### src/muac_consts.svh
// Constants of the user command channel: register offsets, field positions, reset values, timing.
// Assumes a 250 MHz core clock and a 32-bit register port with byte addresses.
`ifndef MUAC_CONSTS_SVH
`define MUAC_CONSTS_SVH

// Register byte offsets
`define MUAC_OFS_ACCESS0     8'h00
`define MUAC_OFS_PHYSEL0     8'h04
`define MUAC_OFS_RAW         8'h08
`define MUAC_OFS_MASKED      8'h0C
`define MUAC_OFS_MASK_SET    8'h10
`define MUAC_OFS_MASK_CLEAR  8'h14
`define MUAC_OFS_CTRL        8'h18
`define MUAC_OFS_LINK_EVENT  8'h1C

// Command channel fields
`define MUAC_START_BIT       31
`define MUAC_DIR_BIT         30
`define MUAC_ACK_BIT         29
`define MUAC_REG_HI          25
`define MUAC_REG_LO          21
`define MUAC_PHY_HI          20
`define MUAC_PHY_LO          16
`define MUAC_DATA_HI         15

// Monitor select fields
`define MUAC_LINK_SEL_BIT    7
`define MUAC_LINK_IRQ_EN_BIT 6
`define MUAC_MON_PHY_HI      4

// Reset values
`define MUAC_RST_ACCESS      32'h0000_0000
`define MUAC_RST_CHAN        2'h0

// Frame layout, counted in bits from the first preamble bit
`define MUAC_FRAME_BITS      7'h40
`define MUAC_TA_FIRST        7'h2E
`define MUAC_TA_SECOND       7'h2F
`define MUAC_DATA_FIRST      7'h30

// Management clock: least half period in ns, core period in ns
`define MUAC_MDC_HALF_NS     200
`define MUAC_CORE_NS         4
`define MUAC_MDC_HALF_CYC    ((`MUAC_MDC_HALF_NS + `MUAC_CORE_NS - 1) / `MUAC_CORE_NS)

`endif

### src/muac_pkg.sv
// Types of the user command channel: serial state and the module's whole state.
// Assumes muac_consts.svh is in the include path.
package muac_pkg;

   typedef enum logic [2:0] {
      MUAC_IDLE  = 3'b001,
      MUAC_SHIFT = 3'b010,
      MUAC_DONE  = 3'b100
   } muac_state_t;

   typedef struct packed {
      muac_state_t state;
      logic        start;       // Busy while the serial access runs
      logic        dir_write;
      logic        ack;
      logic [4:0]  reg_num;
      logic [4:0]  phy_num;
      logic [15:0] data;
      logic        link_sel;
      logic        link_irq_en;
      logic [4:0]  mon_phy;
      logic [1:0]  raw;
      logic [1:0]  mask;
      logic        enable;
      logic        link_event;
      logic [7:0]  div_cnt;
      logic        mdc;
      logic        mdio_out;
      logic        mdio_oe;
      logic [63:0] shreg;
      logic [6:0]  bit_cnt;
      logic        mdio_s1;
      logic        mdio_s2;
      logic        link_s1;
      logic        link_s2;
      logic        link_prev;
      logic [31:0] rdata;
      logic        irq;
   } muac_regs_t;

endpackage

### src/muac_top.sv
// User command channel of a management serial controller: registers, frame engine, interrupt.
// Assumes a single 250 MHz clock, an external PHY on the serial pins and software on the register port.
`timescale 1ns/1ns
`include "muac_consts.svh"

// Register map, byte offsets on the register port
//   0x00 command channel: start, direction, acknowledge, register, PHY, data
//   0x04 monitor select: link source, link interrupt enable, monitored PHY
//   0x08 raw completion events, write one to clear
//   0x0C masked completion events, write one clears the raw event
//   0x10 mask set, write one enables, reads back the mask
//   0x14 mask clear, write one disables, reads back the mask
//   0x18 control, bit 0 enables the frame engine
//   0x1C link change event, write one to clear
//   Other offsets read zero and ignore writes

// Register port timing
//   A write is one cycle with the write strobe and acts at that edge.
//   A read is one cycle with the read strobe; its data stand in the next
//   cycle only and read zero otherwise. The port never waits.

// Frame on the serial line, one bit per management clock period
//   bits  0-31 preamble, all ones
//   bits 32-33 start pattern 01
//   bits 34-35 opcode, 10 read, 01 write
//   bits 36-40 target PHY number, most significant bit first
//   bits 41-45 target register number
//   bits 46-47 turnaround: 10 driven on a write, released on a read
//   bits 48-63 data, most significant bit first
// The engine drives each bit after a falling edge of the clock
// and samples the line in the last core cycle before the rising edge.
// The pin synchroniser delays the line by two core cycles, so the
// low phase of the clock must last at least three core cycles.

// Limitations for the user
//   Only channel 0 is built; raw bit 1 never sets, mask bit 1 is only stored.
//   The monitored PHY number is stored only; link events follow the link pin.
//   A link event needs the enable set at the time of the change.
//   The acknowledge bit is cleared as a read frame starts, kept on a write.
//   Clearing the engine enable does not stop a frame in flight.
//   The clock stands low between frames and never runs free.
//   Interrupt output is a level; it falls at the same edge as the last clear.
//   A read in the same cycle as a write returns the old value.

module muac_top
   import muac_pkg::*;
#(
   parameter logic [7:0] MDC_HALF = 8'(`MUAC_MDC_HALF_CYC)
) (
   // Clock and reset
   input  wire logic        i_core_clk,
   input  wire logic        i_arst_n,
   // Register port
   input  wire logic [7:0]  i_addr,
   input  wire logic [31:0] i_wdata,
   input  wire logic        i_wr,
   input  wire logic        i_rd,
   output logic      [31:0] o_rdata,
   // Interrupt
   output logic             o_irq,
   // Serial pins
   output logic             o_mdc,
   input  wire logic        i_mdio,
   output logic             o_mdio_out,
   output logic             o_mdio_oe,
   // Link status pin
   input  wire logic        i_link_up
);

   // Whole state and its next value
   muac_regs_t r;
   muac_regs_t next_r;

   logic       wr_access;
   logic       wr_physel;
   logic       wr_raw;
   logic       wr_mset;
   logic       wr_mclr;
   logic       wr_ctrl;
   logic       wr_link;
   logic       mdc_rise;
   logic       mdc_fall;
   logic       done_evt;
   logic       link_evt;
   logic [1:0] masked;
   logic [6:0] cur_bit;
   logic       drive_now;
   logic       sample_now;
   logic [31:0] word_access;
   logic [31:0] word_physel;

   // Register write decode; the masked view shares the clear of the raw events
   // Unmapped offsets match nothing, so such writes fall away
   assign wr_access = i_wr && (i_addr == `MUAC_OFS_ACCESS0);
   assign wr_physel = i_wr && (i_addr == `MUAC_OFS_PHYSEL0);
   assign wr_raw    = i_wr && (i_addr == `MUAC_OFS_RAW || i_addr == `MUAC_OFS_MASKED);
   assign wr_mset   = i_wr && (i_addr == `MUAC_OFS_MASK_SET);
   assign wr_mclr   = i_wr && (i_addr == `MUAC_OFS_MASK_CLEAR);
   assign wr_ctrl   = i_wr && (i_addr == `MUAC_OFS_CTRL);
   assign wr_link   = i_wr && (i_addr == `MUAC_OFS_LINK_EVENT);

   // Clock edges and events seen by the frame engine
   assign mdc_rise = (r.div_cnt == MDC_HALF - 8'h01) && !r.mdc && (r.state == MUAC_SHIFT);
   assign mdc_fall = (r.div_cnt == MDC_HALF - 8'h01) && r.mdc;
   assign done_evt = (r.state == MUAC_DONE);
   assign link_evt = r.link_irq_en && (r.link_s2 != r.link_prev);
   assign masked   = r.raw & r.mask;
   assign cur_bit  = r.bit_cnt - 7'h01;

   // Drive strobe: every falling edge, and the first bit as the frame opens
   assign drive_now  = mdc_fall || (r.bit_cnt == 7'h00 && !r.mdc && r.div_cnt == 8'h00);
   assign sample_now = mdc_rise && !r.dir_write;

   // Read words of the wider registers, reserved bits zero
   assign word_access = {r.start, r.dir_write, r.ack, 3'h0, r.reg_num, r.phy_num, r.data};
   assign word_physel = {24'h00_0000, r.link_sel, r.link_irq_en, 1'b0, r.mon_phy};

   // Next-state logic of the whole block
   // Every section starts from the registered state, so later sections
   // override earlier ones only where stated
   always_comb begin
      next_r = r;

      // Pin synchronisers; only the second stage feeds logic
      next_r.mdio_s1   = i_mdio;
      next_r.mdio_s2   = r.mdio_s1;
      next_r.link_s1   = i_link_up;
      next_r.link_s2   = r.link_s1;
      next_r.link_prev = r.link_s2;

      // Management clock divider, runs only during a frame
      // A high phase in progress is always finished before the clock stops
      if (r.state == MUAC_SHIFT || r.mdc) begin
         if (r.div_cnt == MDC_HALF - 8'h01) begin
            next_r.div_cnt = 8'h00;
            next_r.mdc     = !r.mdc;
         end else begin
            next_r.div_cnt = r.div_cnt + 8'h01;
         end
      end else begin
         next_r.div_cnt = 8'h00;
      end

      // Command channel write, blocked while busy
      // Fields are taken only with no access pending, so a frame in flight
      // keeps its address, direction and data; start is stored only while
      // the engine is enabled, and a written zero leaves it low
      if (wr_access && !r.start) begin
         next_r.dir_write = i_wdata[`MUAC_DIR_BIT];
         next_r.ack       = i_wdata[`MUAC_ACK_BIT];
         next_r.reg_num   = i_wdata[`MUAC_REG_HI:`MUAC_REG_LO];
         next_r.phy_num   = i_wdata[`MUAC_PHY_HI:`MUAC_PHY_LO];
         next_r.data      = i_wdata[`MUAC_DATA_HI:0];
         next_r.start     = i_wdata[`MUAC_START_BIT] && r.enable;
      end

      // Monitor select; link source select stays at its only legal value
      if (wr_physel) begin
         next_r.link_irq_en = i_wdata[`MUAC_LINK_IRQ_EN_BIT];
         next_r.mon_phy     = i_wdata[`MUAC_MON_PHY_HI:0];
      end
      next_r.link_sel = 1'b0;

      // Control register
      if (wr_ctrl) begin
         next_r.enable = i_wdata[0];
      end

      // Mask set and clear, zeros ignored
      // One strobe per cycle, so set and clear never meet
      if (wr_mset) begin
         next_r.mask = r.mask | i_wdata[1:0];
      end
      if (wr_mclr) begin
         next_r.mask = r.mask & ~i_wdata[1:0];
      end

      // Frame engine
      //   Idle: waits for start, loads the whole frame into the shifter
      //   Shift: drives bits on falling edges, samples reads on rising edges
      //   Done: one cycle that clears busy and raises the completion event
      unique case (r.state)
         MUAC_IDLE: begin
            if (r.start) begin
               next_r.shreg   = {32'hFFFF_FFFF,                            // Preamble
                                 2'b01,                                    // Start pattern
                                 r.dir_write ? 2'b01 : 2'b10,              // Opcode
                                 r.phy_num,
                                 r.reg_num,
                                 2'b10,                                    // Turnaround
                                 r.data};
               next_r.bit_cnt = 7'h00;
               next_r.state   = MUAC_SHIFT;
               if (!r.dir_write) begin
                  next_r.ack = 1'b0;
               end
            end
         end
         MUAC_SHIFT: begin
            // Drive on the falling edge
            if (drive_now) begin
               // The falling edge after the last bit releases the line
               if (r.bit_cnt == `MUAC_FRAME_BITS) begin
                  next_r.mdio_oe = 1'b0;
                  next_r.state   = MUAC_DONE;
               end else begin
                  next_r.mdio_out = r.shreg[63];
                  next_r.mdio_oe  = r.dir_write || (r.bit_cnt < `MUAC_TA_FIRST);
                  next_r.shreg    = {r.shreg[62:0], 1'b0};
                  next_r.bit_cnt  = r.bit_cnt + 7'h01;
               end
            end
            // Sample on the rising edge during a read
            if (sample_now) begin
               // Second turnaround bit low means the PHY answered
               if (cur_bit == `MUAC_TA_SECOND) begin
                  next_r.ack = !r.mdio_s2;
               end
               // Data bits shift in most significant first
               if (cur_bit >= `MUAC_DATA_FIRST) begin
                  next_r.data = {r.data[14:0], r.mdio_s2};
               end
            end
         end
         MUAC_DONE: begin
            // Busy falls in the same cycle as the event rises
            next_r.start  = 1'b0;
            next_r.state  = MUAC_IDLE;
         end
      endcase

      // Sticky events; hardware set wins over software clear
      // A completion and a clear in one cycle leave the event set,
      // so software never loses one
      if (wr_raw) begin
         next_r.raw = r.raw & ~i_wdata[1:0];
      end
      if (done_evt) begin
         next_r.raw[0] = 1'b1;
      end
      if (wr_link && i_wdata[0]) begin
         next_r.link_event = 1'b0;
      end
      if (link_evt) begin
         next_r.link_event = 1'b1;
      end

      // Read data, one cycle after the strobe
      // Zero in every other cycle, so a stale word is never seen
      next_r.rdata = 32'h0000_0000;
      if (i_rd) begin
         unique case (i_addr)
            `MUAC_OFS_ACCESS0:    next_r.rdata = word_access;
            `MUAC_OFS_PHYSEL0:    next_r.rdata = word_physel;
            `MUAC_OFS_RAW:        next_r.rdata = {30'h0, r.raw};
            `MUAC_OFS_MASKED:     next_r.rdata = {30'h0, masked};
            `MUAC_OFS_MASK_SET:   next_r.rdata = {30'h0, r.mask};
            `MUAC_OFS_MASK_CLEAR: next_r.rdata = {30'h0, r.mask};
            `MUAC_OFS_CTRL:       next_r.rdata = {31'h0, r.enable};
            `MUAC_OFS_LINK_EVENT: next_r.rdata = {31'h0, r.link_event};
            default:              next_r.rdata = 32'h0000_0000;
         endcase
      end

      // Level interrupt from the next event state
      // Taken from the next value so the output flop rises with the event
      next_r.irq = |(next_r.raw & next_r.mask) || next_r.link_event;
   end

   // State register
   // Reset gives every field a constant: engine idle, clock low, line released
   always_ff @(posedge i_core_clk or negedge i_arst_n) begin
      if (!i_arst_n) begin
         r <= '{
            state:       MUAC_IDLE,
            start:       1'b0,
            dir_write:   1'b0,
            ack:         1'b0,
            reg_num:     5'h00,
            phy_num:     5'h00,
            data:        16'h0000,
            link_sel:    1'b0,
            link_irq_en: 1'b0,
            mon_phy:     5'h00,
            raw:         `MUAC_RST_CHAN,
            mask:        `MUAC_RST_CHAN,
            enable:      1'b0,
            link_event:  1'b0,
            div_cnt:     8'h00,
            mdc:         1'b0,
            mdio_out:    1'b0,
            mdio_oe:     1'b0,
            shreg:       64'h0000_0000_0000_0000,
            bit_cnt:     7'h00,
            mdio_s1:     1'b0,
            mdio_s2:     1'b0,
            link_s1:     1'b0,
            link_s2:     1'b0,
            link_prev:   1'b0,
            rdata:       32'h0000_0000,
            irq:         1'b0
         };
      end else begin
         r <= next_r;
      end
   end

   // Outputs straight from flip-flops
   assign o_rdata    = r.rdata;
   assign o_irq      = r.irq;
   assign o_mdc      = r.mdc;
   assign o_mdio_out = r.mdio_out;
   assign o_mdio_oe  = r.mdio_oe;

endmodule

### config.mk
export PLATFORM = sky130hd
export DESIGN_NAME = muac_top
export DESIGN_NICKNAME = d
export VERILOG_FILES = /design/src/muac_pkg.sv /design/src/muac_top.sv
export VERILOG_INCLUDE_DIRS = /design/src /design/src/src
export SDC_FILE = /design/constraint.sdc
export NUM_CORES = 1
export LEC_CHECK = 0
export BUFFER_PORTS_ARGS = -buffer_cell sky130_fd_sc_hd__buf_2
export CAP_MARGIN = 40
export CORE_UTILIZATION = 55
export CTS_CLUSTER_DIAMETER = 200
export DETAILED_ROUTE_END_ITERATION = 8
export HOLD_SLACK_MARGIN = 0.06
export PLACE_DENSITY = 0.87
export SLEW_MARGIN = 20
export SYNTH_ARGS = -nofsm -noshare
export SYNTH_HDL_FRONTEND = slang
export SYNTH_SLANG_ARGS = --single-unit
### constraint.sdc
create_clock -name i_core_clk -period 7 [get_ports i_core_clk]
set_input_delay 1.4 -clock i_core_clk [delete_from_list [all_inputs] [get_ports i_core_clk]]
set_output_delay 1.4 -clock i_core_clk [all_outputs]
set_load 0.05 [all_outputs]
-- Word level (Yosys, flattened, before mapping)
Index checks and enable logic that the tools add are counted.
- flip-flop bits (word level): 164
- bits in latches: 0
- bits in writable memories: 0
- ROM bits: 0
- input port bits: 46
- output and inout bits: 36
- word-level logic and storage cells: 124
- memories kept: 0
- add/subtract/negate cells: 3
- multipliers: 0
- divide/modulo/power cells: 0
- $lt $le $gt $ge: 2
- equality and inequality tests: 18
- shift-type cells: 0
- muxes and demuxes: 30
- bitwise gates (word level): 7
- reduce and logical (&&, ||, !) cells: 38
- operator list (cell ; count):
    32-bit one-hot mux with 7 select lines ; 1
    71-bit 2-to-1 mux ; 3
    71-bit one-hot mux with 2 select lines ; 1
    16-bit 2-to-1 mux ; 3
    8-bit by 5-bit equality test with 1-bit output, second input constant ; 4
    32-bit 2-to-1 mux ; 1
    29-bit 2-to-1 mux ; 1
    1-bit logical AND ; 17
    8-bit by 4-bit equality test with 1-bit output, second input constant ; 2
    8-bit zero test ; 2
    8-bit 2-to-1 mux ; 2
    1-bit 2-to-1 mux ; 9
    3-bit 2-to-1 mux ; 3
    3-bit one-hot mux with 3 select lines ; 1
    8-bit by 1-bit adder with 8-bit output, second input constant ; 1
    2-bit bitwise AND ; 4
    8-bit by 3-bit equality test with 1-bit output, second input constant ; 1
    8-bit by 6-bit equality test with 1-bit output, second input constant ; 1
    2-bit 2-to-1 mux ; 4
    7-bit by 1-bit adder with 7-bit output, second input constant ; 1
    7-bit by 6-bit equality test with 1-bit output, second input constant ; 1
    7-bit equality test, second input constant ; 1
    7-bit by 6-bit >= comparator with 1-bit output, second input constant ; 1
    7-bit zero test ; 1
    other kinds (19) ; 32

-- Depth between registers and ports, before layout
Gate-level depths: netlist (run 1).
- depth in word-level cells: 8
- mapped depth: 8
- gate-level depth less buffers: 7

-- Worst setup path after synthesis (run 1)
OpenSTA, ideal clock, no wires.
- path type: input port to flip-flop
- from: input i_addr[4]
- to: register r[153] in the netlist's numbering
- setup time: 125 ps
- arrival: 2920 ps
- required time: 6875 ps
- path slack: 3955 ps
- stages on the path: 6
- buffers on the path: 3
- cells stage by stage: clkbuf_1 > nor2_1 > nand4_1 > clkbuf_1 > clkbuf_1 > mux2_2
- longest elaborated chain between the ends: 3
- RTL lines (item ; line ; source):
    from (decl) ; muac_top.sv:54 ; input wire logic [7:0] i_addr,
    8-bit zero test ; - ;
    1-bit logical AND ; muac_top.sv:94 ; assign wr_access = i_wr && (i_addr == `MUAC_OFS_ACCESS0);
    1-bit logical AND ; muac_top.sv:148 ; if (wr_access && !r.start) begin
    to (signal assigned) ; muac_top.sv:274 ; r <= '{
    to (signal assigned) ; muac_top.sv:304 ; r <= next_r;
    to (decl) ; muac_top.sv:71 ; muac_regs_t r;
No other way between the ends.
A chain may end at the register's enable or synchronous reset.

-- Final worst setup path (run 1)
- from: register r[39] in the netlist's numbering
- to: register r[71] in the netlist's numbering
- longest elaborated chain between the ends: 6
- RTL lines (item ; line ; source):
    7-bit zero test ; muac_top.sv:111 ; assign drive_now = mdc_fall || (r.bit_cnt == 7'h00 && !r.mdc && r.div_cnt == 8'h00);
    1-bit logical AND (2 in series) ; muac_top.sv:111 ;
    1-bit logical OR ; muac_top.sv:111 ;
    2-bit != test (no line) ; - ;
    4-bit AND reduction (no line) * ; - ;
Mark *: on every way between the ends. The rest lies on a longest branch, timed or not.

==> impl_metrics.env, run 1 <==
export IMPL_max_slew_margin_pct=45.0
export IMPL_yosysWarnings=0
export IMPL_final_cell_mix="160 x dfrtp_1, 74 x buf_2, 34 x o22a_1, 32 x nand2_1, 28 x o22ai_1"
export IMPL_grt_pass1_vias=4835
export IMPL_dr_pass1_iters=5
export IMPL_wl_mm=14.0
export IMPL_clk_latency_ns=0.42
export IMPL_grt_overflow_total=0
export IMPL_placedCellCount=789
export IMPL_cts_hold_buf=0
export IMPL_setup_slack_ns=3.75
export IMPL_syn_inst=602
export IMPL_cts_clk_slew_worst_paths_ns=0.06
export IMPL_reg2reg_depth=8
export IMPL_critPathLaunchType="flip-flop"
export IMPL_ys_ff_latch=161
export IMPL_grt_pass1_wl_mm=23.2
export IMPL_whs_path_depth=0
export IMPL_cts_max_path_buffers=2
export IMPL_vdd_drop_max_mv=0.163
export IMPL_placementRows=40
export IMPL_drt_iter0_markers=439
export IMPL_cts_tree="built"
export IMPL_hp_class="flip-flop to flip-flop"
export IMPL_grt_use_total_pct=22.8
export IMPL_via_count=4866
export IMPL_hpwl_mm=8.72
export IMPL_cts_sinks=161
export IMPL_leakage_nw=3.93
export IMPL_tns_ns=0
export IMPL_instances_no_fill=823
export IMPL_dieArea_um2=13300
export IMPL_grt_antenna_before_repair=0
export IMPL_core_um2=12300
export IMPL_start_util_pct=57.4
export IMPL_finalCritPeriodShare_pct=46.5
export IMPL_ys_flop_type="dfrtp_1"
export IMPL_layout_commonest_cell="dfrtp_1"
export IMPL_place_ws_ns=3.84
export IMPL_post_cts_resized=0
export IMPL_cts_buffers=17
export IMPL_gp_congestion=0.872
export IMPL_powerDensity_nw_per_um2=247
export IMPL_path_max_fanout=46
export IMPL_final_max_slew_viol_count=0
export IMPL_layout_drive_gt1_share_pct=22.1
export IMPL_dieHeight_um=115
export IMPL_drv_cap=0
export IMPL_ys_seq_area_share_pct=57.2
export IMPL_post_cts_repair_setup_buffers=0
export IMPL_end_kind="flip-flop"
export IMPL_cts_root_buf="clkbuf_16"
export IMPL_io_pins=82
export IMPL_path_class="flip-flop to flip-flop"
export IMPL_grt_max_degree=99
export IMPL_synth_edff_count=0
export IMPL_avgSynthCellArea_um2=11.7
export IMPL_max_freq_mhz=307
export IMPL_routedWlPerCell_um=17.0
export IMPL_fin_nets=694
export IMPL_hold_viol_final=0
export IMPL_netlist_area_um2=7040
export IMPL_worstPathArrival_ns=3.58
export IMPL_die_w_um=115
export IMPL_avgViaCountPerCell=5.91
export IMPL_tightest_slew_ns=0.817
export IMPL_n_antenna_cell=0
export IMPL_cts_htree_levels=4
export IMPL_finalCoreUtilization_pct=65.0
export IMPL_synthArstFlopShare_pct=100
export IMPL_finClkSkew_ns=0.00913
export IMPL_setup_viol=0
export IMPL_outcome="finished clean"
export IMPL_fin_crit_ns=3.25
export IMPL_ant_nets=0
export IMPL_area_delta_synth_final_pct=13.1
export IMPL_grt_setup_unrepaired="false"
export IMPL_required_ns=7.33
export IMPL_port_buffers=75
export IMPL_ys_types=59
export IMPL_drc=0
[state kept, by name (all words and copies together), names as in the netlist]
signal,flops
next_r,3
o_irq,1
o_mdc,1
o_mdio_oe,1
o_mdio_out,1
o_rdata,29
r,125
[per-layer routing]
metal / vias to the layer above / track usage [%] / part of all wire (%)
met2: 166 / 37.3 / 50
met3: 25 / 6.06 / 5.1
met5: - / 0 / 0
met4: 0 / 8.66 / 1.5
li1: 2244 / - / -
met1: 2431 / 29.1 / 43
[area by class of cell]
| cell class | instances | area (um2) |
|---|---|---|
| clock buffer | 25 | 495 |
| sequential | 161 | 4030 |
| fill | 889 | 4300 |
| timing repair buffer | 84 | 489 |
| inverter | 15 | 56.3 |
| multi-input combinational | 363 | 2560 |
| tap | 168 | 210 |
| clock inverter | 7 | 121 |
[path summary, 6_finish.rpt]
kind | from | endpoint | slack, ns
max | r[39] | r[71] | 3.75
max in group asynchronous | i_arst_n | r[113] | 5.10
min in group asynchronous | i_arst_n | r[130] | 0.80
min reg2reg | next_r[36] | r[36] | 0.35
min | next_r[36] | r[36] | 0.35
max reg2reg | r[39] | r[71] | 3.75
[worst max-delay path: stages, from the launching register on]
cell and delay (ns):
dfrtp_1 0.47, inv_1 0.14, ha_1 0.21, or4b_4 0.53
nor4_4 0.31, o21ai_2 0.21, a21oi_4 0.51, buf_4 0.52
a2bb2oi_1 0.24
[power by group]
group / total [mW] / internal [mW] / switching, mW
sequential: 0.944 / 0.940 / 0.00400
clock: 0.951 / 0.601 / 0.349
combinational: 0.0709 / 0.0231 / 0.0478
total: 1.97 / 1.56 / 0.401
[stage by stage]
step	hold WS, ns	power, mW	cell area (um2)
after floorplan	0.331	0.991	7050
after global placement	0.334	1.03	7290
after detailed placement	0.336	1.03	7290
after CTS	0.348	1.98	7910
after global routing	0.349	2.03	7970
final	0.346	1.97	7970
[cells by family after synthesis]
kind of cell    count (synthesis)  synth area share [%]
compound gates                151                  15.8
xor+xnor                        6                 0.746
fa+ha+maj                       6                  1.07
buf+inv                        80                  6.64
flops                         161                  57.2
mux                            46                  6.88
other cells                     1                0.0532
simple gates                  151                  11.5
[cells in the mapped netlist (all sizes together) (3+ instances only)]
cell type  number  share of area (%)
clkbuf         18               0.96
o22a           34                4.2
and2           24                2.1
nor3            5               0.36
buf            47                4.9
a21oi           9               0.80
ha              6                1.1
xor2            3               0.37
xnor2           3               0.37
a22o            3               0.37
o21ai          28                2.0
a2bb2oi        27                3.4
nand4           7               0.62
o211ai          5               0.53
nor4            4               0.57
nor2b           4               0.36
and3            5               0.44
inv            15               0.80
o22ai          28                2.5
nand3          23                1.7
nor2           27                1.4
nand2b          3               0.27
nand3b          3               0.32
dfrtp         160                 57
nand2          32                1.7
mux2           19                3.0
or4             5               0.53
mux2i          27                3.8
(Power assumes the default switching activity.)
==> run 2: changes to the inputs <==
--- a/config.mk
+++ b/config.mk
@@ -6,13 +6,14 @@
 export SDC_FILE = /design/constraint.sdc
 export NUM_CORES = 1
 export LEC_CHECK = 0
+export ABC_AREA = 1
 export BUFFER_PORTS_ARGS = -buffer_cell sky130_fd_sc_hd__buf_2
 export CAP_MARGIN = 40
 export CORE_UTILIZATION = 55
 export CTS_CLUSTER_DIAMETER = 200
 export DETAILED_ROUTE_END_ITERATION = 8
 export HOLD_SLACK_MARGIN = 0.06
-export PLACE_DENSITY = 0.87
+export PLACE_DENSITY = 0.86
 export SLEW_MARGIN = 20
 export SYNTH_ARGS = -nofsm -noshare
 export SYNTH_HDL_FRONTEND = slang
==> constraint.sdc (replaced) <==
create_clock -name i_core_clk -period 3.2 [get_ports i_core_clk]
set_input_delay 0.64 -clock i_core_clk [delete_from_list [all_inputs] [get_ports i_core_clk]]
set_output_delay 0.64 -clock i_core_clk [all_outputs]
set_load 0.05 [all_outputs]
==> impl_metrics.env, run 2 <==
export IMPL_outcome="finished clean"
export IMPL_path_class="flip-flop to flip-flop"
export IMPL_grt_pass1_wl_mm=26.1
export IMPL_placementRows=43
export IMPL_final_max_slew_viol_count=0
export IMPL_critPathLaunchType="flip-flop"
export IMPL_design_area_um2=8550
export IMPL_powerDensity_nw_per_um2=490
export IMPL_grt_antenna_before_repair=0
export IMPL_tns_ns=0
export IMPL_area_delta_synth_final_pct=10.1
export IMPL_io_pins=82
export IMPL_netlist_area_um2=7760
export IMPL_ys_flop_type="dfrtp_1"
export IMPL_yosys_area_top_type="dfrtp_1"
export IMPL_max_freq_mhz=420
export IMPL_largest_reg_flops=125
export IMPL_avgSynthCellArea_um2=8.38
export IMPL_clk_latency_ns=0.43
export IMPL_n_antenna_cell=0
export IMPL_ys_types=36
export IMPL_cpMaxStageDelayCell="dfrtp_1"
export IMPL_ys_seq_area_share_pct=51.9
export IMPL_cts_sinks=161
export IMPL_routedWlPerCell_um=13.5
export IMPL_fillers=1091
export IMPL_start_util_pct=56.1
export IMPL_hp_class="primary input to asynchronous set/reset pin"
export IMPL_core_um2=13800
export IMPL_final_cell_mix="276 x nand2_1, 160 x dfrtp_1, 86 x inv_1, 82 x nor2_1, 74 x buf_2"
export IMPL_finClkSkew_ns=0.00697
export IMPL_drt_iter0_markers=444
export IMPL_ant_nets=0
export IMPL_port_buffers=75
export IMPL_required_ns=3.52
export IMPL_syn_inst=926
export IMPL_leakage_nw=4.25
export IMPL_grt_pass1_vias=5494
export IMPL_cts_tree="built"
export IMPL_cts_root_buf="clkbuf_16"
export IMPL_cpPeakStageDelay_ns=0.42
export IMPL_grt_max_degree=82
export IMPL_vdd_drop_max_mv=0.486
export IMPL_cp_num_buf_inv=2
export IMPL_fin_nets=1010
export IMPL_max_slew_margin_pct=50.4
export IMPL_yosysTopAreaCellShare_pct=51.6
export IMPL_worstPathArrival_ns=2.70
export IMPL_grt_overflow_total=0
export IMPL_hold_viol_final=0
export IMPL_end_kind="flip-flop"
export IMPL_grt_setup_unrepaired="false"
export IMPL_ys_ff_latch=161
export IMPL_fin_crit_ns=2.38
export IMPL_crit_chain="inv_1, ha_1, nand3_2, nor2_1, nand2_1, nand3_2, nand3_4, buf_4, nand2_1, o21ai_1"
export IMPL_die_w_um=121
export IMPL_drv_cap=0
export IMPL_grt_use_total_pct=23.3
export IMPL_cts_htree_levels=4
export IMPL_crit_family="simple AND/OR/NAND/NOR gates"
export IMPL_finalCritPeriodShare_pct=74.4
export IMPL_cts_clk_slew_worst_paths_ns=0.06
export IMPL_tightest_slew_ns=0.744
export IMPL_top_register="r"
export IMPL_post_dp_cell_area_um2=7960
export IMPL_synth_edff_count=0
export IMPL_cts_buffers=17
export IMPL_wl_mm=15.5
export IMPL_yosys_top_cells_count="276 x nand2_1, 160 x dfrtp_1, 86 x inv_1"
export IMPL_synthArstFlopShare_pct=100
export IMPL_via_count=5945
export IMPL_dieHeight_um=121
export IMPL_setup_viol=0
export IMPL_post_cts_repair_setup_buffers=0
export IMPL_drc=0
export IMPL_hpwl_mm=10.1
export IMPL_yosysWarnings=0
export IMPL_cts_hold_buf=0
export IMPL_synth_most_common_cell="nand2_1"
export IMPL_dieArea_um2=14600
export IMPL_layout_drive_gt1_share_pct=17.4
export IMPL_post_cts_resized=0
export IMPL_dr_pass1_iters=5
export IMPL_path_max_fanout=29
export IMPL_cts_max_path_buffers=2
export IMPL_layout_commonest_cell="nand2_1"
export IMPL_avgViaCountPerCell=5.17
export IMPL_gp_congestion=0.846
export IMPL_synth_area_leaders="dfrtp_1 52%, nand2_1 13%, o21ai_1 4.3%"
-- run 2: changes by cell type in the layout (fill, tap and decap cells not counted), moves of 13 or more --
cell	before	now
a2bb2oi_1	27	0
and2_1	24	0
inv_1	15	86
mux2_2	19	0
mux2i_1	27	0
nand2_1	32	276
nor2_1	26	82
nor3_1	5	18
o21ai_1	3	67
o21ai_2	1	22
o22a_1	34	0
o22ai_1	28	0
-- run 2: cell type report --
type | instances | area (um2) | share of cell area [%]
sequential | 161 | 4030 | 47.1
multi-input combinational | 603 | 2880 | 33.7
timing repair buffer | 86 | 489 | 5.72
clock buffer | 23 | 488 | 5.71
inverter | 89 | 335 | 3.92
tap | 180 | 225 | 2.63
clock inverter | 9 | 104 | 1.21
-- run 2: where the power goes --
| part | switching, mW | internal, mW |
|---|---|---|
| combinational | 0.0859 | 0.0307 |
| clock | 0.794 | 1.23 |
| sequential | 0.00620 | 2.05 |
| total | 0.886 | 3.31 |
-- run 2: kinds of logic (layout without fill, tap and decap cells) --
| group | count (synthesis) | after routing | synth area share, % |
|---|---|---|---|
| flip-flops | 161 | 161 | 51.9 |
| other | 1 | 3 | 0.0483 |
| buffers and inverters | 164 | 207 | 11.2 |
| XOR/XNOR | 5 | 5 | 0.564 |
| AND/OR/NAND/NOR | 446 | 446 | 24.6 |
| adder cells (fa/ha/maj) | 6 | 6 | 0.967 |
| AO/OA/AOI/OAI | 143 | 143 | 10.7 |
-- run 2: path summary, 6_finish.rpt --
kind / depth (start not counted) / slack, ns / start / endpoint
worst max-delay path: 10 / 0.82 / r[38] / r[90]
worst min-delay path: 1 / 0.24 / i_arst_n / r[92]
worst max register to register: 10 / 0.82 / r[38] / r[90]
worst min register to register: 0 / 0.36 / next_r[34] / next_r[33]
max in group asynchronous: 2 / 2.11 / i_arst_n / r[162]
min in group i_core_clk: 1 / 0.31 / i_link_up / next_r[34]
-- run 2: through the flow --
step	hold WS, ns	setup slack, ns	power [mW]	cells	utilization, %
5_1_grt	0.283	0.598	4.31	1151	61.8
4_1_cts	0.264	0.848	4.22	1151	61.8
6_report	0.239	0.818	4.19	1151	61.8
3_3_place_gp	0.342	0.791	2.21	1119	57.5
2_1_floorplan	0.331	1.45	2.13	928	-
3_5_place_dp	0.338	0.719	2.21	1119	57.5
-- run 2: worst reg2reg max path: stages, from the launching register on --
cell and delay [ns]:
dfrtp_1 0.42, inv_1 0.20, ha_1 0.35, nand3_2 0.12, nor2_1 0.10, nand2_1 0.09
nand3_2 0.10, nand3_4 0.34, buf_4 0.39, nand2_1 0.10, o21ai_1 0.07
-- run 2: routing by layer --
metal	wire, um	up-vias	share of wire [%]	track usage, %
li1	-	2944	-	-
met4	423	0	2.7	10.6
met5	0	-	0	0
met3	721	32	4.7	5.66
met2	7750	153	50	37.5
met1	6590	2816	43	29.8
